<file path="config.mk">
export PLATFORM = sky130hd
export DESIGN_NAME = i2c_master
export DESIGN_NICKNAME = d
export VERILOG_FILES = /design/src/logic/i2c_master_pkg.sv /design/src/logic/i2c_master.sv
export SDC_FILE = /design/constraint.sdc
export NUM_CORES = 1
export LEC_CHECK = 0
export BUFFER_PORTS_ARGS = -buffer_cell sky130_fd_sc_hd__buf_2
export CORE_MARGIN = 3
export CORE_UTILIZATION = 58
export CTS_CLUSTER_DIAMETER = 100
export DETAILED_ROUTE_END_ITERATION = 16
export PLACE_DENSITY = 0.91
export SLEW_MARGIN = 30
export SYNTH_ARGS = -nofsm -noshare
export SYNTH_HDL_FRONTEND = slang
export SYNTH_SLANG_ARGS = --single-unit
</file>
<file path="constraint.sdc">
create_clock -name i_clk -period 3.8 [get_ports i_clk]
set_input_delay 0.95 -clock i_clk [delete_from_list [all_inputs] [get_ports i_clk]]
set_output_delay 0.95 -clock i_clk [all_outputs]
set_load 0.05 [all_outputs]
</file>
<file path="src/logic/i2c_master_pkg.sv">
/*
  constants, register map and state layout of the two-wire bus master engine.
  assumes a 20 mhz system clock and a 32-bit apb slave port in front of it.
*/
package i2c_master_pkg;

  // ************************************************************
  // register map
  // ************************************************************
  localparam logic [7:0] ctrl_off   = 8'h00;
  localparam logic [7:0] status_off = 8'h04;
  localparam logic [7:0] data_off   = 8'h08;
  localparam logic [7:0] rate_off   = 8'h0c;

  // control bits
  localparam int ctl_enable    = 0;
  localparam int ctl_start     = 1;
  localparam int ctl_stop      = 2;
  localparam int ctl_rcv       = 3;
  localparam int ctl_ack       = 4;
  localparam int ctl_ack_value = 5;
  localparam int ctl_event_ie  = 6;

  // status bits, 1 to 4 are write-one-to-clear
  localparam int st_bf         = 0;
  localparam int st_ovf        = 1;
  localparam int st_write_collision_flag       = 2;
  localparam int st_bcol       = 3;
  localparam int st_evt        = 4;
  localparam int st_stop_seen  = 5;
  localparam int st_start_seen = 6;
  localparam int st_ack_stat   = 7;
  localparam int st_bus_free   = 8;

  localparam logic [6:0] rate_reset = 7'h00;
  localparam logic [3:0] last_bit   = 4'h7;
  localparam logic [3:0] ack_bit    = 4'h8;

  // ************************************************************
  // state
  // ************************************************************
  typedef enum logic [2:0] {ph_idle, ph_start, ph_tx, ph_rx, ph_ack, ph_stop} phase_type;

  typedef struct packed {
    phase_type   phase;
    logic [2:0]  step;
    logic [6:0]  cnt;
    logic [6:0]  rate;
    logic [3:0]  bitn;
    logic [7:0]  shreg;
    logic [7:0]  buffer;
    logic        enable;
    logic        start_go;
    logic        stop_go;
    logic        rcv_en;
    logic        ack_go;
    logic        ack_value;
    logic        event_ie;
    logic        bf;
    logic        ovf;
    logic        write_collision_flag;
    logic        bcol;
    logic        evt;
    logic        stop_seen;
    logic        start_seen;
    logic        ack_stat;
    logic        lost;
    logic        scl_oe;
    logic        sda_oe;
    logic        scl_m;
    logic        scl_s;
    logic        scl_p;
    logic        sda_m;
    logic        sda_s;
    logic        sda_p;
    logic        pready;
    logic        pslverr;
    logic [31:0] prdata;
    logic        wake;
  } state_type;

endpackage

</file>
<file path="src/logic/i2c_master.sv">
/*
  two-wire bus master engine: start, byte transmit with arbitration, byte
  receive, acknowledge and stop sequences, bus start/stop monitor.
  assumes open-drain pads outside: an enable high pulls the wire low, the
  wire levels come back on i_scl_i and i_sda_i from another clock domain.
*/
// The register offsets and the APB interface to the registers were decided locally.
`timescale 1ns/1ps
`default_nettype none

// What this block does
// - receive request ignored unless port idle
// - receive toggles clock each rollover, shifts data
// - eighth falling edge: store byte, flag, hold low
// - buffer-full set on store, cleared on read
// - overflow when byte arrives with buffer full
// - buffer write while busy: collision flag, kept
// - acknowledge pulls clock low, drives ack value
// - ack: low period, release, high period, idle
// - stop: data low, release clock, release data
// - stop seen flag, event one period later
// - keep receiving in sleep, wake on event
// - reset or disable aborts, clears bus flags
// - bus free rule, event on next stop
// - released one read low: collision, go idle
// - transmit collision: halt, clear full, release
// - sequence collision: abort, release, clear bits
// - after collision, stop on bus raises event
// - new write after collision restarts at bit zero
// - start with bus already low: collision, idle
// - clock low during first start count: collision
// - early data low resets count, second count
module i2c_master
  import i2c_master_pkg::*;
(
  input  wire logic        i_clk,
  input  wire logic        i_rst,
  input  wire logic        i_psel,
  input  wire logic        i_penable,
  input  wire logic        i_pwrite,
  input  wire logic [7:0]  i_paddr,
  input  wire logic [31:0] i_pwdata,
  input  wire logic        i_sleep,
  input  wire logic        i_scl_i,
  input  wire logic        i_sda_i,
  output logic             o_pready,
  output logic             o_pslverr,
  output logic [31:0]      o_prdata,
  output logic             o_scl_o,
  output logic             o_scl_oe,
  output logic             o_sda_o,
  output logic             o_sda_oe,
  output logic             o_wake
);

  state_type r;
  state_type n;
  logic      tick;
  logic      acc;
  logic      wr_ctrl;
  logic      wr_stat;
  logic      wr_data;
  logic      rd_data;
  logic      start_det;
  logic      stop_det;
  logic      idle_now;
  logic      rx_done;

  // ************************************************************
  // next state
  // ************************************************************
  always_comb begin
    n         = r;
    rx_done   = 1'b0;
    tick      = (r.cnt == 7'h00);
    acc       = i_psel && i_penable && r.pready;
    wr_ctrl   = acc && i_pwrite && (i_paddr == ctrl_off);
    wr_stat   = acc && i_pwrite && (i_paddr == status_off);
    wr_data   = acc && i_pwrite && (i_paddr == data_off);
    rd_data   = acc && !i_pwrite && (i_paddr == data_off);
    start_det = r.scl_s && r.scl_p && r.sda_p && !r.sda_s;
    stop_det  = r.scl_s && r.scl_p && !r.sda_p && r.sda_s;

    // pins pass two flops before any logic reads them
    n.scl_m = i_scl_i;
    n.scl_s = r.scl_m;
    n.scl_p = r.scl_s;
    n.sda_m = i_sda_i;
    n.sda_s = r.sda_m;
    n.sda_p = r.sda_s;

    // clears go first so that a hardware set in the same cycle wins
    if (wr_stat) begin
      n.ovf  = r.ovf && !i_pwdata[st_ovf];
      n.write_collision_flag = r.write_collision_flag && !i_pwdata[st_write_collision_flag];
      n.bcol = r.bcol && !i_pwdata[st_bcol];
      n.evt  = r.evt && !i_pwdata[st_evt];
    end
    if (rd_data) begin
      n.bf = 1'b0;
    end

    n.cnt = tick ? r.rate : r.cnt - 7'h01;

    case (r.phase)
      ph_idle: begin
        n.cnt  = r.rate;
        n.step = 3'h0;
        n.bitn = 4'h0;
        if (r.start_go) begin
          if (!r.sda_s || !r.scl_s) begin
            n.bcol     = 1'b1;
            n.start_go = 1'b0;
            n.lost     = 1'b1;
          end else begin
            n.phase = ph_start;
          end
        end else if (r.stop_go) begin
          n.phase  = ph_stop;
          n.sda_oe = 1'b1;
        end else if (r.rcv_en) begin
          n.phase  = ph_rx;
          n.sda_oe = 1'b0;
          n.scl_oe = 1'b1;
        end else if (r.ack_go) begin
          n.phase  = ph_ack;
          n.scl_oe = 1'b1;
          n.sda_oe = !r.ack_value;
        end
      end
      ph_start: begin
        if (r.step == 3'h0) begin
          if (!r.scl_s && r.sda_s) begin
            n.phase    = ph_idle;
            n.bcol     = 1'b1;
            n.lost     = 1'b1;
            n.start_go = 1'b0;
            n.sda_oe   = 1'b0;
          end else if (!r.sda_s || tick) begin
            n.sda_oe = 1'b1;
            n.cnt    = r.rate;
            n.step   = 3'h1;
          end
        end else if (tick) begin
          n.scl_oe   = 1'b1;
          n.start_go = 1'b0;
          n.evt      = 1'b1;
          n.phase    = ph_idle;
        end
      end
      ph_tx: begin
        case (r.step)
          3'h0: begin
            if (tick) begin
              n.scl_oe = 1'b0;
              n.step   = 3'h1;
            end
          end
          3'h1: begin
            n.cnt = r.rate;
            if (r.scl_s) begin
              n.step = 3'h2;
            end
          end
          default: begin
            if (!r.sda_oe && !r.sda_s && r.bitn != ack_bit) begin
              n.phase  = ph_idle;
              n.bcol   = 1'b1;
              n.lost   = 1'b1;
              n.bf     = 1'b0;
              n.scl_oe = 1'b0;
              n.sda_oe = 1'b0;
            end else if (tick) begin
              n.scl_oe = 1'b1;
              n.step   = 3'h0;
              if (r.bitn == ack_bit) begin
                n.ack_stat = r.sda_s;
                n.evt      = 1'b1;
                n.phase    = ph_idle;
              end else begin
                n.shreg = {r.shreg[6:0], 1'b0};
                n.bitn  = r.bitn + 4'h1;
                if (r.bitn == last_bit) begin
                  n.bf     = 1'b0;
                  n.sda_oe = 1'b0;
                end else begin
                  n.sda_oe = !r.shreg[6];
                end
              end
            end
          end
        endcase
      end
      ph_rx: begin
        case (r.step)
          3'h0: begin
            n.sda_oe = 1'b0;
            if (tick) begin
              n.scl_oe = 1'b0;
              n.step   = 3'h1;
            end
          end
          3'h1: begin
            n.cnt = r.rate;
            if (r.scl_s) begin
              n.step = 3'h2;
            end
          end
          default: begin
            if (tick) begin
              n.shreg  = {r.shreg[6:0], r.sda_s};
              n.scl_oe = 1'b1;
              n.step   = 3'h0;
              n.bitn   = r.bitn + 4'h1;
              if (r.bitn == last_bit) begin
                rx_done  = 1'b1;
                n.buffer = {r.shreg[6:0], r.sda_s};
                n.ovf    = r.ovf || r.bf;
                n.bf     = 1'b1;
                n.evt    = 1'b1;
                n.rcv_en = 1'b0;
                n.phase  = ph_idle;
              end
            end
          end
        endcase
      end
      ph_ack: begin
        case (r.step)
          3'h0: begin
            if (tick) begin
              n.scl_oe = 1'b0;
              n.step   = 3'h1;
            end
          end
          3'h1: begin
            n.cnt = r.rate;
            if (r.scl_s) begin
              n.step = 3'h2;
            end
          end
          default: begin
            if (r.ack_value && !r.sda_s) begin
              n.phase  = ph_idle;
              n.bcol   = 1'b1;
              n.lost   = 1'b1;
              n.ack_go = 1'b0;
              n.scl_oe = 1'b0;
              n.sda_oe = 1'b0;
            end else if (tick) begin
              n.scl_oe = 1'b1;
              n.ack_go = 1'b0;
              n.phase  = ph_idle;
            end
          end
        endcase
      end
      ph_stop: begin
        case (r.step)
          3'h0: begin
            n.cnt = r.rate;
            if (!r.sda_s) begin
              n.step = 3'h1;
            end
          end
          3'h1: begin
            if (tick) begin
              n.scl_oe = 1'b0;
              n.step   = 3'h2;
            end
          end
          3'h2: begin
            n.cnt = r.rate;
            if (r.scl_s) begin
              n.step = 3'h3;
            end
          end
          3'h3: begin
            if (!r.scl_s) begin
              n.phase   = ph_idle;
              n.bcol    = 1'b1;
              n.lost    = 1'b1;
              n.stop_go = 1'b0;
              n.sda_oe  = 1'b0;
            end else if (tick) begin
              n.sda_oe = 1'b0;
              n.step   = 3'h4;
            end
          end
          3'h4: begin
            // count runs here so a data line held low really times out
            if (r.sda_s && r.scl_s) begin
              n.stop_seen = 1'b1;
              n.cnt       = r.rate;
              n.step      = 3'h5;
            end else if (tick) begin
              n.phase   = ph_idle;
              n.bcol    = 1'b1;
              n.lost    = 1'b1;
              n.stop_go = 1'b0;
            end
          end
          default: begin
            if (tick) begin
              n.stop_go = 1'b0;
              n.evt     = 1'b1;
              n.phase   = ph_idle;
            end
          end
        endcase
      end
      default: begin
        n.phase = ph_idle;
      end
    endcase

    // bus monitor keeps running after a lost arbitration
    if (start_det) begin
      n.start_seen = 1'b1;
      n.stop_seen  = 1'b0;
    end
    if (stop_det) begin
      n.stop_seen  = 1'b1;
      n.start_seen = 1'b0;
      if (r.lost || (r.start_seen && r.event_ie && r.phase != ph_stop)) begin
        n.evt  = 1'b1;
        n.lost = 1'b0;
      end
    end

    // command bits and data writes land only when the engine is and stays idle: no queueing
    idle_now = (r.phase == ph_idle) && (n.phase == ph_idle);
    if (wr_ctrl) begin
      n.enable    = i_pwdata[ctl_enable];
      n.ack_value = i_pwdata[ctl_ack_value];
      n.event_ie  = i_pwdata[ctl_event_ie];
      if (idle_now && r.enable) begin
        n.start_go = i_pwdata[ctl_start];
        n.stop_go  = i_pwdata[ctl_stop];
        n.rcv_en   = i_pwdata[ctl_rcv];
        n.ack_go   = i_pwdata[ctl_ack];
      end
    end
    if (acc && i_pwrite && (i_paddr == rate_off)) begin
      n.rate = i_pwdata[6:0];
    end
    if (wr_data) begin
      if (!idle_now || !r.enable) begin
        n.write_collision_flag = 1'b1;
      end else begin
        n.buffer = i_pwdata[7:0];
        n.shreg  = i_pwdata[7:0];
        n.bf     = 1'b1;
        n.lost   = 1'b0;
        n.phase  = ph_tx;
        n.step   = 3'h0;
        n.bitn   = 4'h0;
        n.cnt    = r.rate;
        n.scl_oe = 1'b1;
        n.sda_oe = !i_pwdata[7];
      end
    end

    if (!n.enable) begin
      n.phase      = ph_idle;
      n.scl_oe     = 1'b0;
      n.sda_oe     = 1'b0;
      n.start_go   = 1'b0;
      n.stop_go    = 1'b0;
      n.rcv_en     = 1'b0;
      n.ack_go     = 1'b0;
      n.stop_seen  = 1'b0;
      n.start_seen = 1'b0;
    end

    // apb: one wait state, read data latched with pready
    n.pready  = i_psel && i_penable && !r.pready;
    n.pslverr = 1'b0;
    n.prdata  = 32'h0000_0000;
    if (i_psel && i_penable && !r.pready) begin
      case (i_paddr)
        ctrl_off:   n.prdata = {25'h0, r.event_ie, r.ack_value, r.ack_go, r.rcv_en, r.stop_go, r.start_go, r.enable};
        status_off: n.prdata = {23'h0, r.stop_seen || (!r.start_seen && !r.stop_seen), r.ack_stat, r.start_seen,
                                r.stop_seen, r.evt, r.bcol, r.write_collision_flag, r.ovf, r.bf};
        data_off:   n.prdata = {24'h0, r.buffer};
        rate_off:   n.prdata = {25'h0, r.rate};
        default:    n.pslverr = 1'b1;
      endcase
    end

    n.wake = n.evt && n.event_ie && i_sleep;
  end

  // ************************************************************
  // registers
  // ************************************************************
  always_ff @(posedge i_clk) begin
    if (i_rst) begin
      r        <= '0;
      r.phase  <= ph_idle;
      r.rate   <= rate_reset;
      r.cnt    <= rate_reset;
      r.scl_m  <= 1'b1;
      r.scl_s  <= 1'b1;
      r.scl_p  <= 1'b1;
      r.sda_m  <= 1'b1;
      r.sda_s  <= 1'b1;
      r.sda_p  <= 1'b1;
    end else begin
      r <= n;
    end
  end

  assign o_pready  = r.pready;
  assign o_pslverr = r.pslverr;
  assign o_prdata  = r.prdata;
  assign o_scl_o   = 1'b0;
  assign o_sda_o   = 1'b0;
  assign o_scl_oe  = r.scl_oe;
  assign o_sda_oe  = r.sda_oe;
  assign o_wake    = r.wake;
endmodule

`default_nettype wire

</file>
# ---- Word-level counts from Yosys, hierarchy flattened
# Cells that the tools add are included.
dict set report op_classes {
  n_addsub 2
  n_eq_ne 20
  mux 172
  bitwise 2
  n_reduce_logical 72
}
# cell n
set ops {}
lappend ops {{$mux 1} 86}
lappend ops {{$mux 3} 28}
lappend ops {{$mux 20} 4}
lappend ops {{$pmux 10 s6} 1}
lappend ops {{$mux 12} 4}
lappend ops {{$mux 10} 4}
lappend ops {{$pmux 9 s4} 1}
lappend ops {{$logic_and 1x1->1} 31}
lappend ops {{$mux 13} 2}
lappend ops {{$mux 2} 12}
lappend ops {{$mux 7} 3}
lappend ops {{$pmux 3 s2} 3}
lappend ops {{$pmux 3 s6} 1}
lappend ops {{$logic_not 1->1} 17}
lappend ops {{$eq 8x4->1 const B} 2}
lappend ops {{$mux 8} 2}
lappend ops {{$pmux 8 s2} 1}
lappend ops {{$pmux 3 s5} 1}
lappend ops {{$pmux 1 s2} 7}
lappend ops {{$pmux 7 s2} 1}
lappend ops {{$eq 3x2->1 const B} 4}
lappend ops {{$mux 6} 2}
lappend ops {{$pmux 2 s6} 1}
lappend ops {{$pmux 4 s3} 1}
lappend ops {{27 further kinds} 49}
dict set report word_totals {
  ff_bits 99
  in_bits 48
  output_inout_bits 39
  wordCells 303
}

# ---- Depth between registers and ports, before layout
# Gate-level depths: netlist (run 1).
dict set report depth {
  word_depth 14
  ltp_mapped 10
  mapped_depth_nobuf 8
}

# ---- Worst setup path before layout (run 1)
# OpenSTA, ideal clock, no wires.
dict set report synth_path {
  kind {input -> register}
  start {input i_paddr[5]}
  end {register r, in the netlist o_scl_oe}
  setup_ps 120
  t_arrival_ps 2388
  t_required_ps 3680
  slack_ps 1292
  stages 7
  n_path_buf 1
  path_cell_list {nor4_1 nand4_1 nor3_1 mux2i_1 clkbuf_1 inv_1 o31a_1}
}
dict set report synth_between {
  elab_chain_cells 5
  word_cells_on_any_way 8
  classes_between {eq/ne (1); mux (2); bitwise (1); reduce/logical (4)}
}
# element line_no
set synth_rtl {}
lappend synth_rtl {{from (decl)} i2c_master.sv:41} ;# input wire logic [7:0] i_paddr,
lappend synth_rtl {{$logic_not 8->1} i2c_master.sv:77} ;# wr_ctrl = acc && i_pwrite && (i_paddr == ctrl_off);
lappend synth_rtl {{$logic_and 1x1->1} i2c_master.sv:77}
lappend synth_rtl {{$mux 7} i2c_master.sv:333} ;# if (wr_ctrl) begin
lappend synth_rtl {{$not 1->1 (no line)} --}
lappend synth_rtl {{$reduce_or 2->1 (no line)} --}
lappend synth_rtl {{to (signal assigned)} i2c_master.sv:410} ;# r <= n;
lappend synth_rtl {{to (decl)} i2c_master.sv:56} ;# state_type r;
# Parallel ways exist; a longest one is shown, timed or not.
# A chain may end at the register's enable or synchronous reset.

# ---- Worst setup path in the final report (run 1)
dict set report layout_path {
  start {input i_paddr[5]}
  end {register r[48] (netlist name)}
}
dict set report layout_between {
  elab_chain_cells 7
  word_cells_on_any_way 16
  classes_between {eq/ne (1); mux (14); reduce/logical (1)}
}
# element line_no
set layout_rtl {}
lappend layout_rtl {{$eq 8x3->1 *} i2c_master.sv:78} ;# wr_stat = acc && i_pwrite && (i_paddr == status_off);
lappend layout_rtl {{$logic_and 1x1->1 *} i2c_master.sv:78}
lappend layout_rtl {{$mux 4 *} i2c_master.sv:93} ;# if (wr_stat) begin
lappend layout_rtl {{$mux 1} i2c_master.sv:296} ;# end else if (tick) begin
lappend layout_rtl {{$mux 1} i2c_master.sv:292} ;# if (r.sda_s && r.scl_s) begin
lappend layout_rtl {{$pmux 1 s2} i2c_master.sv:259} ;# case (r.step)
lappend layout_rtl {{$pmux 1 s5 *} i2c_master.sv:105} ;# case (r.phase)
# Mark *: on every way between the ends. The rest lies on a longest branch, timed or not.

==> results.yml, run 1 <==
sta:
  grt_setup_unrepaired: "false"
  skew_ns: 0.0115
  hold_viol: 0
  drv_slew: 0
  tightest_slew_ns: 0.883
  slew_headroom_pct: 41.1
  setup_ws_ns: 1.06
  tns_ns: 0
  fmax_ghz: 0.364
  finalSetupViolCount: 0
  fin_crit_sh_pct: 72.2
  fin_crit_ns: 2.74
clocking:
  cts_resized: 0
  clk_pin_slew_ns: 0.09
  cts_hold_buf: 0
  cts.sinks: 75
  postCtsSetupRepairBufs: 0
  insertion_delay_ns: 0.36
  cts_made_buffers: 9
  cts_tree: "done"
  htreeDepth: 3
  clockBufferDepth: 2
  root_buffer: "clkbuf_8"
route:
  drc: 0
  wire_per_inst_um: 18.5
  routed_via_density: 6.44
  top_layer_used: "met4"
  routed_wl_mm: 12.4
  route.met2.wl_mm: 5.85
  wirelength_met1_mm: 4.92
  first_iter_violations: 588
  wl_met3_mm: 1.27
  num_vias: 4303
  ant_nets: 0
  first_pass_iters: 5
yosys:
  synth_top_area_cell: "dfxtp_1"
  synthDistinctLibCells: 68
  synth_edf_count: 0
  synth_top_area_share_pct: 33.7
  async_flop_share_pct: 0
  syn_area_mm2: 0.00446
  seq_area_frac_synth_pct: 33.7
  synth.ff_latch_count: 75
  syn_area_per_cell_um2: 8.05
  synth_cells: 554
  dominantRegCellSynth: "dfxtp_1"
  synth_area_leaders: "dfxtp_1 34%, nand2_1 5.8%, buf_4 5.7%, nor2_1 4.5%, a21oi_1 4.3%"
  yosysWarnings: 0
outcome:
  run_status: "finished, final reports clean"
critical_path:
  cp-start-kind: "primary input"
  cp-end-kind: "flop"
  cp.arrival_ns: 2.97
  path_max_fanout: 11
  crit_required_ns: 4.03
  path_class: "primary input to flop"
global_routing:
  grt_first_pass_wirelength_mm: 19.7
  grt_max_degree: 41
  grt_pass1_vias: 3851
  gr-total-overflow: 0
  antenna_found_initial: 0
  grt.total_usage_pct: 28.5
layout:
  syn2layout_area_growth_pct: 4.96
  nNetsFinal: 615
  fillers: 651
  antenna_cells: 0
  layout-drive-gt1-share_pct: 15.5
place:
  port_buffers: 37
  gp_congestion: 0.966
  dp_slack_ns: 0.726
  dp_hpwl_mm: 9.00
floorplanning:
  die_x_um: 93.7
  die_h_um: 93.7
  core-area_mm2: 0.00737
  die_area_mm2: 0.00878
  rows: 31
  ios: 87
  start_util_pct: 60.5
power_and_ir_drop:
  p_sw_share_pct: 29.7
  power.total_mw: 1.51
  power_frac_seq_pct: 52.4
  max-vdd-ir-drop_v: 0.000268
  power.density_mw_per_mm2: 322
  p_leak_nw: 1.81
  p_int_mw: 1.06
  p_switching_mw: 0.447
  pwr-share-clk_pct: 39.5
  comb_power_share_pct: 8.1
worst_hold_path:
  holdCritPathClass: "flop to flop"
flow_run:
  maxCapViolations: 0
==> metal layers <==
layer / global-route usage [%] / vias to the layer above
met2: 44.1 / 288
met1: 40.2 / 2035
li1: - / 1946
met3: 3.53 / 34
met5: 0 / -
met4: 12.2 / 0
==> cell usage after synthesis, types with 7 or more instances <==
master and number:
mux2i_1 19, dfxtp_1 75, clkbuf_1 26, or2_2 8, mux4_2 7, nand3_1 8
and3_1 10, o21ai_0 34, nor3_1 13, nor2_1 53, nand2_1 69, a21oi_1 38
o21bai_1 7, or3_1 7, buf_4 34, inv_1 13, nand3b_1 7, a31oi_1 18
nor2b_1 8
==> through the flow <==
| step | cells | hold WS [ns] | instance area (µm²) | util, % |
|---|---|---|---|---|
| final | 668 | 0.416 | 4680 | 63.5 |
| after CTS | 668 | 0.418 | 4680 | 63.5 |
| after detailed placement | 652 | 0.397 | 4500 | 61.1 |
| after global routing | 668 | 0.427 | 4680 | 63.5 |
| after global placement | 652 | 0.390 | 4500 | 61.1 |
| after floorplan | 578 | 0.389 | 4550 | - |
==> sequential cells by signal, indices dropped and copies added (netlist names) <==
register   count
o_prdata       9
o_sda_oe       1
n              4
o_pslverr      1
o_scl_oe       1
o_wake         1
r             57
o_pready       1
==> cells in the final DEF, fill, tap and decap left out, types with 4 or more instances in the layout <==
cell type / n
mux2i_1: 19
inv_1: 13
a211oi_1: 5
buf_4: 8
or3_1: 7
nand3_1: 8
buf_2: 37
nor2b_1: 8
a21oi_1: 38
mux4_2: 7
o21bai_1: 7
o21ai_0: 34
a221oi_1: 4
nand3b_1: 7
nor3_1: 13
o21a_1: 5
clkbuf_8: 9
or2_2: 8
dfxtp_1: 75
and3_1: 10
a31oi_1: 18
conb_1: 25
nand2_1: 69
nor2_1: 53
==> final timing paths <==
check	startpoint	to	slack [ns]	depth (start not counted)
worst max-delay path	i_paddr[5]	r[48]	1.06	7
worst min register to register	n[36]	n[35]	0.42	1
worst max register to register	r[86]	r[86]	1.08	7
worst min-delay path	n[36]	n[35]	0.42	1
==> critical path: stages <==
cell	delay [ns]
buf_2	0.10
nor4_1	0.35
and2_1	0.35
and3_1	0.33
a31oi_1	0.17
a2111oi_0	0.66
nor2_1	0.07
==> cells by family (layout without fill, tap and decap cells) <==
logic type	count (synthesis)	after routing	synth area share, %
multiplexers	27	27	8.05
buffers and inverters	84	75	10.6
AO/OA/AOI/OAI	152	152	23.1
flip-flops	75	75	33.7
XOR/XNOR	4	4	0.785
AND/OR/NAND/NOR	208	208	22.9
other	1	25	0.0840
adder cells (fa/ha/maj)	3	3	0.841
==> power by group through the flow <==
stage / Clock, mW / Sequential [mW] / Combinational, mW
6_report: 0.595 / 0.790 / 0.123
2_1_floorplan: 0 / 0.811 / 0.111
5_1_grt: 0.623 / 0.790 / 0.129
3_5_place_dp: 0 / 0.808 / 0.120
3_3_place_gp: 0 / 0.808 / 0.118
4_1_cts: 0.594 / 0.790 / 0.120
==> layout make-up <==
type	instances	area (µm²)	area share [%]
multi-input cells	419	2580	55.1
inverters	14	52.6	1.12
repair buffers	45	245	5.24
clock buffers	9	124	2.64
well taps	99	124	2.64
flip-flops and latches	75	1500	32.1
clock inverters	7	57.6	1.23
No activity file was read; power rests on OpenSTA's default activity.
==> inputs of run 2 (changes only) <==
--- a/config.mk
+++ b/config.mk
@@ -5,12 +5,13 @@
 export SDC_FILE = /design/constraint.sdc
 export NUM_CORES = 1
 export LEC_CHECK = 0
+export ABC_AREA = 1
 export BUFFER_PORTS_ARGS = -buffer_cell sky130_fd_sc_hd__buf_2
 export CORE_MARGIN = 3
-export CORE_UTILIZATION = 58
+export CORE_UTILIZATION = 56
 export CTS_CLUSTER_DIAMETER = 100
 export DETAILED_ROUTE_END_ITERATION = 16
-export PLACE_DENSITY = 0.91
+export PLACE_DENSITY = 0.88
 export SLEW_MARGIN = 30
 export SYNTH_ARGS = -nofsm -noshare
 export SYNTH_HDL_FRONTEND = slang
==> constraint.sdc (replaced) <==
create_clock -name i_clk -period 2.6 [get_ports i_clk]
set_input_delay 0.65 -clock i_clk [delete_from_list [all_inputs] [get_ports i_clk]]
set_output_delay 0.65 -clock i_clk [all_outputs]
set_load 0.05 [all_outputs]
==> results.yml, run 2 <==
outcome:
  run_status: "finished, final reports clean"
layout:
  top_register: "r"
  syn2layout_area_growth_pct: 9.50
  layout_common_cells: "153 x nand2_1, 92 x inv_1, 75 x dfxtp_1"
  multi_input_area_mm2: 0.00254
  antenna_cells: 0
  regArea_mm2: 0.00150
  final_common_cell: "nand2_1"
  largest_register_ffs: 57
  fillers: 700
  nNetsFinal: 798
  layout-drive-gt1-share_pct: 16.0
power_and_ir_drop:
  max-vdd-ir-drop_v: 0.000279
  p_switching_mw: 0.614
  power_frac_seq_pct: 51.5
  p_int_mw: 1.64
  pwr-share-clk_pct: 41.1
  p_leak_nw: 2.39
  power.density_mw_per_mm2: 439
  power.total_mw: 2.25
  comb_power_share_pct: 7.4
  p_sw_share_pct: 27.3
critical_path:
  path_max_fanout: 13
  slowest_delay_ns: 0.32
  crit_buf_inv: 3
  crit_required_ns: 2.90
  cp_cell_sequence: "inv_1 > ha_1 > inv_2 > nor2_2 > nand3_4 > nor2_2 > nor2_1 > nor2_2 > nand3_2 > nor2_8 > nand3_4 > inv_2 > nand2_1 > nand2_1"
  cp_top_family: "simple AND/OR/NAND/NOR gates"
  cp-start-kind: "flop"
  cp-end-kind: "flop"
  path_class: "flop to flop"
  cp.arrival_ns: 2.61
  crit_slowest_cell: "dfxtp_1"
  critPathMostFrequentCell: "nor2_2"
yosys:
  yosysMostFrequentCell: "nand2_1"
  synth.ff_latch_count: 75
  dominantRegCellSynth: "dfxtp_1"
  synthTopCellsByCount: "153 x nand2_1, 92 x inv_1, 75 x dfxtp_1"
  synth_cells: 702
  async_flop_share_pct: 0
  yosysWarnings: 0
  synth_top_area_cell: "dfxtp_1"
  synthDistinctLibCells: 46
  syn_area_per_cell_um2: 6.66
  synth_edf_count: 0
  synth_area_leaders: "dfxtp_1 32%, nand2_1 12%, inv_1 7.4%, o21ai_0 7.0%, buf_4 5.6%"
  synth_top_area_share_pct: 32.1
  syn_area_mm2: 0.00468
  seq_area_frac_synth_pct: 32.1
floorplanning:
  die_h_um: 97.4
  die_area_mm2: 0.00948
  start_util_pct: 59.0
  die_x_um: 97.4
  core-area_mm2: 0.00793
  rows: 32
  ios: 87
route:
  num_vias: 4869
  drc: 0
  first_pass_iters: 6
  routed_wl_mm: 13.3
  first_iter_violations: 508
  routed_via_density: 5.70
  wire_per_inst_um: 15.6
  ant_nets: 0
sta:
  grt_setup_unrepaired: "false"
  slew_headroom_pct: 66.5
  skew_ns: 0.0118
  fin_crit_sh_pct: 89.2
  hold_viol: 0
  finalSetupViolCount: 0
  tightest_slew_ns: 0.501
  fmax_ghz: 0.431
  tns_ns: 0
  fin_crit_ns: 2.32
  drv_slew: 0
place:
  port_buffers: 37
  gp_congestion: 1.01
  dp_hpwl_mm: 10.2
clocking:
  clk_pin_slew_ns: 0.09
  root_buffer: "clkbuf_8"
  htreeDepth: 3
  clockBufferDepth: 2
  cts.sinks: 75
  cts_made_buffers: 9
  insertion_delay_ns: 0.36
  cts_hold_buf: 0
  cts_tree: "done"
worst_hold_path:
  holdCritPathClass: "flop to flop"
global_routing:
  grt_first_pass_wirelength_mm: 21.5
  grt.total_usage_pct: 27.7
  gr-total-overflow: 0
  grt_pass1_vias: 4440
  grt_max_degree: 27
  antenna_found_initial: 0
flow_run:
  maxCapViolations: 0
==> run 2: changes by cell type after synthesis, sizes merged, moves of 10 or more <==
cell / before / now
nand2: 69 / 160
inv: 13 / 97
nand3: 8 / 59
o21ai: 35 / 66
mux2i: 19 / 0
nor2: 53 / 71
clkbuf: 26 / 9
nand4: 3 / 18
a31oi: 18 / 7
and3: 10 / 0
o21bai: 10 / 0
==> run 2: metrics by stage <==
step,hold WS [ns],std cells,utilization [%],instance area (µm²),setup slack [ns]
5_1_grt,0.418,854,64.6,5120,0.0449
3_5_place_dp,0.396,838,62.0,4920,0.233
3_3_place_gp,0.393,838,62.0,4920,0.309
6_report,0.407,854,64.6,5120,0.282
2_1_floorplan,0.389,726,-,4770,0.440
4_1_cts,0.409,854,64.6,5120,0.227
==> run 2: cells by family (layout without fill, tap and decap cells) <==
kind of cell,after synthesis,after routing,synth area share (%)
XOR/XNOR,3,3,0.562
AND/OR/NAND/NOR,328,328,33.4
buffers and inverters,150,176,15.6
AO/OA/AOI/OAI,142,142,17.4
other,1,25,0.0802
adder cells (fa/ha/maj),3,3,0.803
flip-flops,75,75,32.1
==> run 2: worst paths after layout <==
check,start,end,slack (ns),cells past startpoint
worst max-delay path,r[86],r[62],0.28,14
worst min register to register,n[39],n[38],0.41,1
worst min-delay path,n[39],n[38],0.41,1
worst max register to register,r[86],r[62],0.28,14
==> run 2: routing by layer <==
layer	global-route usage, %	wire, µm	vias to the layer above	part of all wire (%)
li1	-	-	2338	-
met1	36.6	5420	2230	41
met2	45.1	6260	270	47
met3	5.53	1290	31	9.7
met4	9.58	312	0	2.3
met5	0	0	-	0
==> run 2: what timing repair did <==
action                                  4_1_cts  5_1_grt
resized for setup                             0        1
endpoints found under the setup margin        0        8
setup buffers                                 0        0
==> run 2: worst register-to-register path, delay by kind of cell, from the launching register on <==
family / cells / cell delay [ns]
fa+ha+maj: 1 / 0.22
buf+inv: 3 / 0.36
flops: 1 / 0.32
simple gates: 10 / 1.37
==> run 2: final cells by class <==
class / count / area share [%]
timing repair buffer: 61 / 7.38
inverter: 99 / 7.36
clock buffer: 10 / 2.49
multi-input combinational: 501 / 49.5
sequential: 75 / 29.3
tap: 102 / 2.49
clock inverter: 6 / 1.42
==> run 2: power by group through the flow <==
stage | sequential (mW) | clock, mW | combinational [mW]
finish | 1.16 | 0.925 | 0.167
floorplan | 1.19 | 0 | 0.148
global route | 1.16 | 0.985 | 0.176
detailed placement | 1.18 | 0 | 0.163
global placement | 1.18 | 0 | 0.161
CTS | 1.16 | 0.926 | 0.164
==> inputs of run 3 (changes only) <==
--- a/config.mk
+++ b/config.mk
@@ -12,6 +12,7 @@
 export CTS_CLUSTER_DIAMETER = 100
 export DETAILED_ROUTE_END_ITERATION = 16
 export PLACE_DENSITY = 0.88
+export RECOVER_POWER = 50
 export SLEW_MARGIN = 30
 export SYNTH_ARGS = -nofsm -noshare
 export SYNTH_HDL_FRONTEND = slang
==> results.yml, run 3 (synthesis results as in run 2) <==
clocking:
  root_buffer: "clkbuf_8"
  clockBufferDepth: 2
  clk_pin_slew_ns: 0.09
  cts_hold_buf: 0
  cts_made_buffers: 9
  cts_tree: "done"
  cts.sinks: 75
  htreeDepth: 3
  insertion_delay_ns: 0.36
sta:
  grt_setup_unrepaired: "false"
  skew_ns: 0.0121
  fin_crit_ns: 2.32
  setup_ws_ns: 0.280
  hold_viol: 0
  drv_slew: 0
  slew_headroom_pct: 9.20
  finalSetupViolCount: 0
  fin_crit_sh_pct: 89.2
  tightest_slew_ns: 1.36
  tns_ns: 0
  fmax_ghz: 0.431
route:
  routed_via_density: 5.67
  ant_nets: 0
  first_pass_iters: 5
  num_vias: 4843
  first_iter_violations: 492
  routed_wl_mm: 13.3
  wire_per_inst_um: 15.6
  drc: 0
place:
  gp_congestion: 1.01
  dp_hpwl_mm: 10.2
  dpl_cell_area_mm2: 0.00492
  port_buffers: 37
  dp_slack_ns: 0.233
critical_path:
  crit_slowest_cell: "dfxtp_1"
  path_max_fanout: 13
  cp_top_family: "simple AND/OR/NAND/NOR gates"
  crit_buf_inv: 3
  cp_cell_sequence: "inv_1 > ha_1 > inv_2 > nor2_2 > nand3_4 > nor2_2 > nor2_1 > nor2_2 > nand3_2 > nor2_8 > nand3_4 > inv_2 > nand2_1 > nand2_1"
  cp-end-kind: "flop"
  cp-start-kind: "flop"
  critPathMostFrequentCell: "nor2_2"
  cp.arrival_ns: 2.62
  path_class: "flop to flop"
  crit_required_ns: 2.90
  slowest_delay_ns: 0.32
floorplanning:
  die_area_mm2: 0.00948
  ios: 87
  start_util_pct: 59.0
  rows: 32
  die_x_um: 97.4
  die_h_um: 97.4
  core-area_mm2: 0.00793
global_routing:
  gr-usage-met1_pct: 36.6
  grt_first_pass_wirelength_mm: 21.5
  use_met2_pct: 45.1
  grt.total_usage_pct: 27.7
  grt_pass1_vias: 4440
  gr-total-overflow: 0
  grt_max_degree: 27
  antenna_found_initial: 0
  grt-busiest-layer: "met2"
  use_met3_pct: 5.53
flow_run:
  maxCapViolations: 0
power_and_ir_drop:
  p_sw_share_pct: 27.4
  power.density_mw_per_mm2: 443
  p_int_mw: 1.63
  max-vdd-ir-drop_v: 0.000281
  power_frac_seq_pct: 51.5
  p_leak_nw: 2.30
  comb_power_share_pct: 7.3
  power.total_mw: 2.25
  pwr-share-clk_pct: 41.2
  p_switching_mw: 0.616
outcome:
  run_status: "finished, final reports clean"
layout:
  syn2layout_area_growth_pct: 8.67
  nNetsFinal: 798
  final_cell_area_mm2: 0.00508
  layout_common_cells: "153 x nand2_1, 92 x inv_1, 75 x dfxtp_1"
  final_common_cell: "nand2_1"
  largest_register_ffs: 57
  antenna_cells: 0
  layout-drive-gt1-share_pct: 13.2
  fillers: 717
  top_register: "r"
worst_hold_path:
  holdCritPathClass: "flop to flop"
## run 3: changes by cell type in the layout (fill, tap and decap cells not counted)
cell	before	now
clkbuf_1	1	22
buf_2	37	21
buf_4	23	18
## run 3: power groups by stage
| stage | Sequential (mW) | Clock, mW | Combinational [mW] |
|---|---|---|---|
| finish | 1.16 | 0.927 | 0.165 |
| global route | 1.16 | 0.985 | 0.174 |
| CTS | 1.16 | 0.926 | 0.164 |
| detailed placement | 1.18 | 0 | 0.163 |
| global placement | 1.18 | 0 | 0.161 |
| floorplan | 1.19 | 0 | 0.148 |
## run 3: worst reg2reg max path: cells and delay by family, from the launching register on
| kind | cells | cell delay [ns] |
|---|---|---|
| flops | 1 | 0.32 |
| simple gates | 10 | 1.36 |
| buf+inv | 3 | 0.36 |
| fa+ha+maj | 1 | 0.22 |
## run 3: path summary, 6_finish.rpt
kind / startpoint / end / slack [ns] / depth (start not counted)
worst min-delay path: n[39] / n[38] / 0.41 / 1
worst max-delay path: r[86] / r[62] / 0.28 / 14
worst min register to register: n[39] / n[38] / 0.41 / 1
worst max register to register: r[86] / r[62] / 0.28 / 14
## run 3: metrics by stage
stage | hold slack [ns] | utilization, % | cells
finish | 0.406 | 64.1 | 854
global route | 0.418 | 64.1 | 854
CTS | 0.409 | 64.6 | 854
detailed placement | 0.396 | 62.0 | 838
global placement | 0.393 | 62.0 | 838
floorplan | 0.389 | - | 726
## run 3: area by class of cell
cell class                 instances  area, µm²  area share, %
timing repair buffer              61        339           6.67
clock buffer                      10        128           2.51
clock inverter                     6       72.6           1.43
tap                              102        128           2.51
multi-input combinational        501       2540           49.9
sequential                        75       1500           29.5
inverter                          99        377           7.41
## run 3: per-layer routing
layer / vias up / routed length, µm
li1: 2340 / -
met1: 2204 / 5460
met2: 269 / 6200
met3: 30 / 1340
met4: 0 / 308
met5: - / 0
## run 3: timing repair
| item | 4_1_cts | 5_1_grt |
|---|---|---|
| buffers inserted | 0 | 0 |
| gates resized for setup | 0 | 1 |
| endpoints found under the hold margin | 0 | 0 |
| endpoints found under the setup margin | 0 | 8 |
